## config.mk

```make
export PLATFORM = sky130hd
export DESIGN_NAME = pbm_regs
export DESIGN_NICKNAME = d
export VERILOG_FILES = /design/src/pbm_pkg.sv /design/src/pbm_regs.sv
export SDC_FILE = /design/constraint.sdc
export NUM_CORES = 1
export LEC_CHECK = 0
export BUFFER_PORTS_ARGS = -buffer_cell sky130_fd_sc_hd__buf_2
export CORE_ASPECT_RATIO = 1.4
export CORE_UTILIZATION = 35
export CTS_BUF_LIST = sky130_fd_sc_hd__clkbuf_8
export DETAILED_ROUTE_END_ITERATION = 8
export HOLD_SLACK_MARGIN = 0.15
export PLACE_DENSITY_LB_ADDON = 0.1
export SLEW_MARGIN = 0
export SYNTH_ARGS = -nofsm -noshare
export SYNTH_HDL_FRONTEND = slang
export SYNTH_SLANG_ARGS = --single-unit
```

## constraint.sdc

```tcl
create_clock -name clk -period 6.4 [get_ports clk]
set_input_delay 1.6 -clock clk [delete_from_list [all_inputs] [get_ports clk]]
set_output_delay 1.6 -clock clk [all_outputs]
set_load 0.02 [all_outputs]
```

## src/pbm_pkg.sv

```systemverilog
// Purpose: Constants for the management register bank
// Assumes: 5-bit register index, 16-bit registers
// Notes:   Bit positions follow the control/status layout
package pbm_pkg;
    localparam logic [4:0] PBM_IDX_CONTROL = 5'h00;
    localparam logic [4:0] PBM_IDX_STATUS  = 5'h01;
    localparam logic [4:0] PBM_IDX_ID_HI   = 5'h02;
    localparam logic [4:0] PBM_IDX_ID_LO   = 5'h03;
    localparam logic [4:0] PBM_IDX_ADV     = 5'h04;
    localparam logic [4:0] PBM_IDX_PARTNER = 5'h05;
    localparam logic [4:0] PBM_IDX_EXPAN   = 5'h06;
    localparam logic [4:0] PBM_IDX_MODE_CS = 5'h11;
    localparam logic [4:0] PBM_IDX_SPECIAL = 5'h12;
    localparam logic [4:0] PBM_IDX_SYMERR  = 5'h1A;
    localparam logic [4:0] PBM_IDX_CSIND   = 5'h1B;
    localparam logic [4:0] PBM_IDX_IRQ_SRC = 5'h1D;
    localparam logic [4:0] PBM_IDX_IRQ_MSK = 5'h1E;
    localparam logic [4:0] PBM_IDX_SPC_CS  = 5'h1F;
    localparam int PBM_CTL_RESET    = 15;
    localparam int PBM_CTL_LOOPBACK = 14;
    localparam int PBM_CTL_SPEED    = 13;
    localparam int PBM_CTL_AN_EN    = 12;
    localparam int PBM_CTL_PDOWN    = 11;
    localparam int PBM_CTL_ISOLATE  = 10;
    localparam int PBM_CTL_AN_RST   = 9;
    localparam int PBM_CTL_COLTEST  = 8 - 1;
    localparam int PBM_CTL_DUPLEX   = 8;
    localparam int PBM_ST_AN_DONE   = 5;
    localparam int PBM_ST_RFAULT    = 4;
    localparam int PBM_ST_LINK      = 2;
    localparam int PBM_ST_JABBER    = 1;
    // Fixed status: abilities 14..11, AN able (3), extended caps (0)
    localparam logic [15:0] PBM_ST_FIXED = 16'h7809;
    // Strap mode: bit2 speed, bit1 duplex, bit0 autoneg
    localparam int PBM_MODE_SPEED  = 2;
    localparam int PBM_MODE_DUPLEX = 1;
    localparam int PBM_MODE_AN     = 0;
    localparam int PBM_SRST_CYCLES = 4;
    localparam logic [15:0] PBM_RD_NONE = 16'h0000;
endpackage : pbm_pkg

```

## src/pbm_regs.sv

```systemverilog
// Purpose: Basic control and status registers of a 10/100 transceiver
// Assumes: Management access decoded into index/strobe ports on clk
// Notes:   Other mapped indices are served by the ext_* pass-through port
//
// Functional notes
// - Only indices 0-6,17,18,26,27,29-31 exist
// - Control bit 15 soft reset, self-clearing
// - Soft reset keeps speed, autoneg, duplex; clears loopback, power-down, isolate, collision test
// - Speed, autoneg, duplex defaults from mode strap
// - Bit 13 selects 100/10, ignored under autoneg
// - Bit 8 selects full/half, ignored under autoneg
// - Bit 12 enables autoneg, overrides forced bits
// - Bit 10 isolates from MAC data interface
// - Bit 9 restarts autoneg, self-clearing
// - Bit 7 enables collision test, reset zero
// - Status 14..11 one; 15,10,9 zero
// - Status bit 8 reads zero
// - Status bit 5 shows autoneg complete
// - Status bit 4 latched-high remote fault
// - Status bit 3 reads constant one
// - Status bit 1 latched-high jabber
// - Status bit 0 reads constant one
// - Latched-high held until status read
// - Latched-low released by status read
`timescale 1ns/100ps
module pbm_regs
    import pbm_pkg::*;
(
    input  wire logic        clk,
    input  wire logic        rst,
    input  wire logic        ce,
    input  wire logic [2:0]  mode_strap,
    input  wire logic [4:0]  reg_index,
    input  wire logic        reg_wr,
    input  wire logic        reg_rd,
    input  wire logic [15:0] reg_wdata,
    input  wire logic [15:0] ext_rdata,
    input  wire logic        an_complete,
    input  wire logic        remote_fault,
    input  wire logic        jabber,
    input  wire logic        link_up,
    output logic [15:0]      reg_rdata,
    output logic             reg_rvalid,
    output logic             ext_sel,
    output logic             soft_reset,
    output logic             loopback,
    output logic             speed_100,
    output logic             full_duplex,
    output logic             an_enable,
    output logic             an_restart,
    output logic             power_down,
    output logic             isolate,
    output logic             col_test
);

    // ****************************************
    // State
    // ****************************************
    typedef struct packed {
        logic [2:0]  mode_s1;
        logic [2:0]  mode_s2;
        logic        strap_done;
        logic [1:0]  strap_cnt;
        logic [3:0]  ev_s1;
        logic [3:0]  ev_s2;
        logic        srst;
        logic [2:0]  srst_cnt;
        logic        loopback;
        logic        speed;
        logic        an_en;
        logic        pdown;
        logic        isolate;
        logic        an_rst;
        logic        duplex;
        logic        coltest;
        logic        rfault;
        logic        jabber;
        logic        link;
        logic [15:0] rdata;
        logic        rvalid;
        logic        ext_sel;
        logic        speed_eff;
        logic        duplex_eff;
    } pbm_state_t;

    pbm_state_t s_q;
    pbm_state_t s_d;

    logic        idx_ok;
    logic [15:0] status_word;
    logic [15:0] ctrl_word;
    logic        an_done_s;
    logic        rf_s;
    logic        jab_s;
    logic        link_s;

    // ****************************************
    // Decode and read words
    // ****************************************
    always_comb begin
        unique case (reg_index)
            PBM_IDX_CONTROL, PBM_IDX_STATUS, PBM_IDX_ID_HI, PBM_IDX_ID_LO,
            PBM_IDX_ADV, PBM_IDX_PARTNER, PBM_IDX_EXPAN, PBM_IDX_MODE_CS,
            PBM_IDX_SPECIAL, PBM_IDX_SYMERR, PBM_IDX_CSIND, PBM_IDX_IRQ_SRC,
            PBM_IDX_IRQ_MSK, PBM_IDX_SPC_CS: idx_ok = 1'b1;
            default:                         idx_ok = 1'b0;
        endcase
    end

    assign an_done_s = s_q.ev_s2[0];
    assign rf_s      = s_q.ev_s2[1];
    assign jab_s     = s_q.ev_s2[2];
    assign link_s    = s_q.ev_s2[3];

    always_comb begin
        ctrl_word = 16'h0000;
        ctrl_word[PBM_CTL_RESET]    = s_q.srst;
        ctrl_word[PBM_CTL_LOOPBACK] = s_q.loopback;
        ctrl_word[PBM_CTL_SPEED]    = s_q.speed;
        ctrl_word[PBM_CTL_AN_EN]    = s_q.an_en;
        ctrl_word[PBM_CTL_PDOWN]    = s_q.pdown;
        ctrl_word[PBM_CTL_ISOLATE]  = s_q.isolate;
        ctrl_word[PBM_CTL_AN_RST]   = s_q.an_rst;
        ctrl_word[PBM_CTL_DUPLEX]   = s_q.duplex;
        ctrl_word[PBM_CTL_COLTEST]  = s_q.coltest;
    end

    always_comb begin
        status_word = PBM_ST_FIXED;
        status_word[PBM_ST_AN_DONE] = an_done_s;
        status_word[PBM_ST_RFAULT]  = s_q.rfault;
        status_word[PBM_ST_LINK]    = s_q.link;
        status_word[PBM_ST_JABBER]  = s_q.jabber;
    end

    // ****************************************
    // Next state
    // ****************************************
    always_comb begin
        s_d = s_q;
        s_d.mode_s1 = mode_strap;
        s_d.mode_s2 = s_q.mode_s1;
        s_d.ev_s1   = {link_up, jabber, remote_fault, an_complete};
        s_d.ev_s2   = s_q.ev_s1;
        s_d.rvalid  = 1'b0;
        s_d.ext_sel = 1'b0;

        // Strap taken once, after both sync stages have filled
        if (!s_q.strap_done) begin
            if (s_q.strap_cnt == 2'h2) begin
                s_d.strap_done = 1'b1;
                s_d.speed  = s_q.mode_s2[PBM_MODE_SPEED];
                s_d.duplex = s_q.mode_s2[PBM_MODE_DUPLEX];
                s_d.an_en  = s_q.mode_s2[PBM_MODE_AN];
            end else begin
                s_d.strap_cnt = s_q.strap_cnt + 2'h1;
            end
        end

        // Self-clearing restart pulse
        s_d.an_rst = 1'b0;

        // Soft reset: clears ordinary bits, keeps mode bits from registers
        if (s_q.srst) begin
            if (s_q.srst_cnt == 3'(PBM_SRST_CYCLES - 1)) begin
                s_d.srst     = 1'b0;
                s_d.srst_cnt = 3'h0;
            end else begin
                s_d.srst_cnt = s_q.srst_cnt + 3'h1;
            end
            s_d.loopback = 1'b0;
            s_d.pdown    = 1'b0;
            s_d.isolate  = 1'b0;
            s_d.coltest  = 1'b0;
        end

        // Latched status: event set wins over read clear
        if (reg_rd && reg_index == PBM_IDX_STATUS) begin
            s_d.rfault = rf_s;
            s_d.jabber = jab_s;
            s_d.link   = link_s;
        end else begin
            s_d.rfault = s_q.rfault | rf_s;
            s_d.jabber = s_q.jabber | jab_s;
            s_d.link   = s_q.link & link_s;
        end

        if (reg_wr && reg_index == PBM_IDX_CONTROL && !s_q.srst) begin
            if (reg_wdata[PBM_CTL_RESET]) begin
                // Other bits of this write are not applied
                s_d.srst     = 1'b1;
                s_d.srst_cnt = 3'h0;
            end else begin
                s_d.loopback = reg_wdata[PBM_CTL_LOOPBACK];
                s_d.speed    = reg_wdata[PBM_CTL_SPEED];
                s_d.an_en    = reg_wdata[PBM_CTL_AN_EN];
                s_d.pdown    = reg_wdata[PBM_CTL_PDOWN];
                s_d.isolate  = reg_wdata[PBM_CTL_ISOLATE];
                s_d.an_rst   = reg_wdata[PBM_CTL_AN_RST];
                s_d.duplex   = reg_wdata[PBM_CTL_DUPLEX];
                s_d.coltest  = reg_wdata[PBM_CTL_COLTEST];
            end
        end

        // Forced speed/duplex only count with autoneg off
        s_d.speed_eff  = s_d.an_en ? 1'b1 : s_d.speed;
        s_d.duplex_eff = s_d.an_en ? 1'b1 : s_d.duplex;

        if (reg_rd) begin
            s_d.rvalid = 1'b1;
            if (reg_index == PBM_IDX_CONTROL) begin
                s_d.rdata = ctrl_word;
            end else if (reg_index == PBM_IDX_STATUS) begin
                s_d.rdata = status_word;
            end else if (idx_ok) begin
                s_d.rdata = ext_rdata;
            end else begin
                s_d.rdata = PBM_RD_NONE;
            end
        end
        if ((reg_rd || reg_wr) && idx_ok && reg_index != PBM_IDX_CONTROL && reg_index != PBM_IDX_STATUS) begin
            s_d.ext_sel = 1'b1;
        end
    end

    // ****************************************
    // Registers
    // ****************************************
    always_ff @(posedge clk) begin
        if (rst) begin
            s_q <= '0;
        end else if (ce) begin
            s_q <= s_d;
        end
    end

    assign reg_rdata   = s_q.rdata;
    assign reg_rvalid  = s_q.rvalid;
    assign ext_sel     = s_q.ext_sel;
    assign soft_reset  = s_q.srst;
    assign loopback    = s_q.loopback;
    assign speed_100   = s_q.speed_eff;
    assign full_duplex = s_q.duplex_eff;
    assign an_enable   = s_q.an_en;
    assign an_restart  = s_q.an_rst;
    assign power_down  = s_q.pdown;
    assign isolate     = s_q.isolate;
    assign col_test    = s_q.coltest;

endmodule : pbm_regs

```

# After elaboration in Yosys (flattened, before gate mapping)
# Memories as Yosys holds them, arrays and structs flattened.
# Cells that the tools add are included.
dict set report totals {
  ff_bits 52
  romBits 32
  output_inout_bits 27
  wordCells 71
  n_memories 1
}
dict set report classes {
  add_sub_neg 2
  n_eq_ne 4
  mux 23
  bitwise_logic 5
  reduce_logical 12
}
# name depth width rd rd_ports_with_merged_regs wr line
set memory_table {}
lappend memory_table {{(no name shown)} 32 1 1 0 0 pbm_regs.sv:101} ;# unique case (reg_index)
# cell count
set op_table {}
lappend op_table {{$mux W16} 3}
lappend op_table {{$mux W12} 1}
lappend op_table {{$mux W1} 9}
lappend op_table {{$mux W3} 3}
lappend op_table {{$mux W2} 4}
lappend op_table {{$mux W8} 1}
lappend op_table {{$logic_and A1 B1 Y1} 6}
lappend op_table {{$eq A5 B1 Y1 const B} 1}
lappend op_table {{$logic_not A5 Y1} 1}
lappend op_table {{$mux W5} 1}
lappend op_table {{$ne A5 B1 Y1 const B} 1}
lappend op_table {{$reduce_bool A5 Y1} 1}
lappend op_table {{$mux W4} 1}
lappend op_table {{$add A3 B1 Y3 const B} 1}
lappend op_table {{$eq A3 B2 Y1 const B} 1}
lappend op_table {{$reduce_and A3 Y1} 1}
lappend op_table {{$add A2 B1 Y2 const B} 1}
lappend op_table {{$eq A2 B2 Y1 const B} 1}
lappend op_table {{$not A1 Y1} 2}
lappend op_table {{$or A1 B1 Y1} 2}
lappend op_table {{$reduce_and A2 Y1} 1}
lappend op_table {{$and A1 B1 Y1} 1}
lappend op_table {{$logic_not A1 Y1} 1}
lappend op_table {{$logic_or A1 B1 Y1} 1}

# Logic depth before layout (Yosys ltp)
dict set report logic_depth {
  word_depth 6
  ltp_mapped 7
  ltp_nobuf 6
}

# Worst setup path before layout
# OpenSTA, ideal clock, no wires.
dict set report synth_path {
  kind {input-to-reg}
  from {input port reg_index[1]}
  to {register s_q (netlist bit speed_100)}
  setup_ns 0.133
  arrival_time_ns 3.009
  required_ns 6.267
  slack_ns 3.258
  stages 7
  n_path_buf 1
  path_cell_list {inv_1 -> ha_1 -> or4b_1 -> buf_2 -> or4_1 -> o211ai_2 -> a31oi_1}
}
dict set report synth_between {
  elab_chain_cells 5
}
# element line
set synth_lines {}
lappend synth_lines {{from (decl)} pbm_regs.sv:33} ;# input wire logic [4:0] reg_index,
lappend synth_lines {{$logic_not A5 Y1} pbm_regs.sv:188} ;# if (reg_wr && reg_index == PBM_IDX_CONTROL && !s_q.srst) begin
lappend synth_lines {{$logic_and A1 B1 Y1 (2 in series)} pbm_regs.sv:188}
lappend synth_lines {{$mux W12} pbm_regs.sv:188}
lappend synth_lines {{$mux W1} pbm_regs.sv:206} ;# s_d.speed_eff = s_d.an_en ? 1'b1 : s_d.speed;
lappend synth_lines {{to (signal assigned)} pbm_regs.sv:231} ;# s_q <= '0;
lappend synth_lines {{to (signal assigned)} pbm_regs.sv:233} ;# s_q <= s_d;
lappend synth_lines {{to (decl)} pbm_regs.sv:86} ;# pbm_state_t s_q;
# Every way passes these cells.
# A chain may end at the register's enable or synchronous reset.

# Final worst setup path
dict set report layout_path {
  from {input port ce}
  to {register s_q (netlist bit reg_rdata[5])}
}
dict set report layout_between {
  elab_chain_cells 1
}
# element line
set layout_lines {}
lappend layout_lines {{from (decl)} pbm_regs.sv:31} ;# input wire logic ce,
lappend layout_lines {{$reduce_and A2 Y1 (no source line)} n/a}
# Every way passes these cells.

==> impl_metrics.json <==
{
  "outcome": "finished clean",
  "grt_max_degree": 43,
  "rsz0062_at_grt": "false",
  "cts_hold_buf": 0,
  "r2r_cells": 6,
  "peakVddDrop_uv": 126.3,
  "fin_total_pwr_uw": 620.4,
  "tns_ns": 0,
  "nFillCells": 695,
  "skew_ns": 0.004324,
  "drive_gt1_share_pct": 26.56,
  "cp.required_ns": 6.62,
  "initial_utilization_pct": 36.54,
  "clock-root-buffer": "clkbuf_8",
  "diodes": 0,
  "ys_ff_latch": 52,
  "synthCells": 273,
  "ant_nets": 0,
  "core-area_um2": 6613,
  "worstPathMaxFanout": 38,
  "clock_latency_ns": 0.30,
  "synth.area.top_cells": "dfxtp_1 (43%), mux2i_1 (5.8%), a21oi_1 (5.2%), buf_4 (5.0%), o21ai_0 (4.1%)",
  "drtIter0Drc": 80,
  "synthArstFlopShare_pct": 0,
  "fin_hold_ws_ns": 0.4692,
  "fmax_mhz": 296.4,
  "hp-class": "flop to flop",
  "cts_max_path_buffers": 2,
  "synth_edf_count": 0,
  "critPathKind": "input pin to flop",
  "synthDistinctLibCells": 40,
  "via_per_inst": 4.925,
  "layout_min_cycle_time_ns": 3.373,
  "numClockSinks": 52,
  "cp-start-kind": "input pin",
  "synth_seq_area_share_pct": 43.09,
  "dp_cells": 404,
  "cts-resized-gates": 0,
  "post_drt_wl_per_cell_um": 13.31,
  "layout_common_cells": "buf_2 (68), dfxtp_1 (52), a21oi_1 (25), nor2_1 (23), o21ai_0 (20)",
  "dieArea_um2": 7244,
  "layoutNonFillerInstCount": 412,
  "synth-warning-count": 0,
  "vias": 2029,
  "synth_nets": 328,
  "cts_setup_buffers": 0,
  "hold_viol": 0,
  "power.density_nw_per_um2": 222.1,
  "dp_hpwl_um": 4044,
  "syn_avg_cell_area_um2": 8.850,
  "die_w_um": 72.22,
  "finalMaxSlewViolations": 0,
  "p_leak_uw": 0.001181,
  "drcViolationCount": 0,
  "critPathMaxStageDelay_ns": 0.60,
  "max_cap_viol_count": 0,
  "setup_viol": 0,
  "gp_congestion": 0.7515,
  "numCtsBuffers": 5,
  "clk_pin_slew_ns": 0.09,
  "placedInstanceArea_um2": 2701,
  "relSlewSlack_pct": 21.20,
  "rows": 35,
  "yosys.area.top_type": "dfxtp_1",
  "finalNetCount": 374,
  "htree_levels": 2,
  "routed_wl_um": 5485,
  "critPathCaptureType": "flop",
  "slowest_stage": "buf_2",
  "finalInstanceArea_um2": 2794,
  "dr.pass1.iters": 4,
  "yosysTopAreaCellShare_pct": 43.09,
  "die_h_um": 100.3,
  "grt-ovfl-total": 0,
  "area_growth_pct": 15.64,
  "grt_pass1_vias": 1935,
  "hold_depth": 2,
  "grt_pass1_wl_um": 9156,
  "arrival_ns": 3.60,
  "grt_use_total_pct": 16.05,
  "cts_tree": "yes",
  "tightest_slew_ns": 1.173,
  "io_buffers": 68,
  "ys.flop_type": "dfxtp_1",
  "ios": 76,
  "synth_area_um2": 2416,
  "final_common_cell": "buf_2",
  "grt_antenna_before_repair": 0,
  "period_share_pct": 52.71,
  "crit_chain": "buf_2, nand2_1, nor3_1, o211ai_1, o21ai_0"
}
[Yosys cell counts (6+ instances only)]
| cell type | n |
|---|---|
| nand2_1 | 13 |
| a21oi_1 | 25 |
| o211ai_1 | 8 |
| nand3_1 | 7 |
| o21ai_0 | 20 |
| dfxtp_1 | 52 |
| nand2b_1 | 10 |
| inv_1 | 12 |
| a22oi_1 | 7 |
| ha_1 | 6 |
| buf_4 | 16 |
| mux2i_1 | 14 |
| nor2_1 | 23 |
| clkbuf_1 | 10 |
[critical path: cells and delay by family]
kind                   cells  cell delay (ns)
buffers and inverters      1             0.60
and+or+nand+nor            2             0.88
AOI/OAI and AO/OA          2             0.51
[state kept, by name, summed over array words and instances, names as in the netlist, 2 cells and up]
signal	flops
s_q	12
reg_rdata	16
ctrl_word	2
s_d	7
[logic make-up after synthesis]
| logic type | share of synthesized area, % |
|---|---|
| DFF | 43.09 |
| muxes | 7.198 |
| xor gates and xnor gates | 0.3626 |
| and+or+nand+nor | 18.85 |
| AOI/OAI and AO/OA | 18.49 |
| adders and majority gates | 3.107 |
| buffers and inverters | 8.907 |
[area by class of cell]
cell class	count	area (um^2)	share of cell area, %
clock buffers	6	82.58	2.956
clock inverters	2	10.01	0.3583
inverters	12	45.04	1.612
multi-input cells	180	1160	41.51
flip-flops and latches	52	1041	37.26
well taps	92	115.1	4.120
repair buffers	68	340.3	12.18
[per-layer routing]
layer,GRT usage (%),vias to the layer above,wire (um)
met3,3.815,6,279
met4,4.977,0,73
met1,20.49,926,2500
met2,26.53,53,2631
li1,-,1044,-
met5,0,-,0
[through the flow]
stage / utilization, % / setup WS (ns)
3_5_place_dp: 40.85 / 2.667
6_report: 42.25 / 3.027
3_3_place_gp: 40.85 / 2.683
4_1_cts: 42.25 / 2.987
5_1_grt: 42.25 / 2.771
2_1_floorplan: - / 3.258
[worst paths after layout]
check / startpoint / end / slack [ns]
setup / recovery: ce / reg_rdata[5] / 3.03
hold / removal: reg_rdata[6] / reg_rdata[6] / 0.47
setup reg to reg: s_q[43] / speed_100 / 4.76
hold reg to reg: reg_rdata[6] / reg_rdata[6] / 0.47
[power breakdown]
part	total [uW]	leakage [uW]	internal, uW	switching (uW)
Combinational	84.5	0.000706	34.9	49.6
Clock	191	0.0000510	86.5	105
Sequential	345	0.000424	337	7.69
Total	620	0.00118	459	162
No activity file was read; power rests on OpenSTA's default activity.
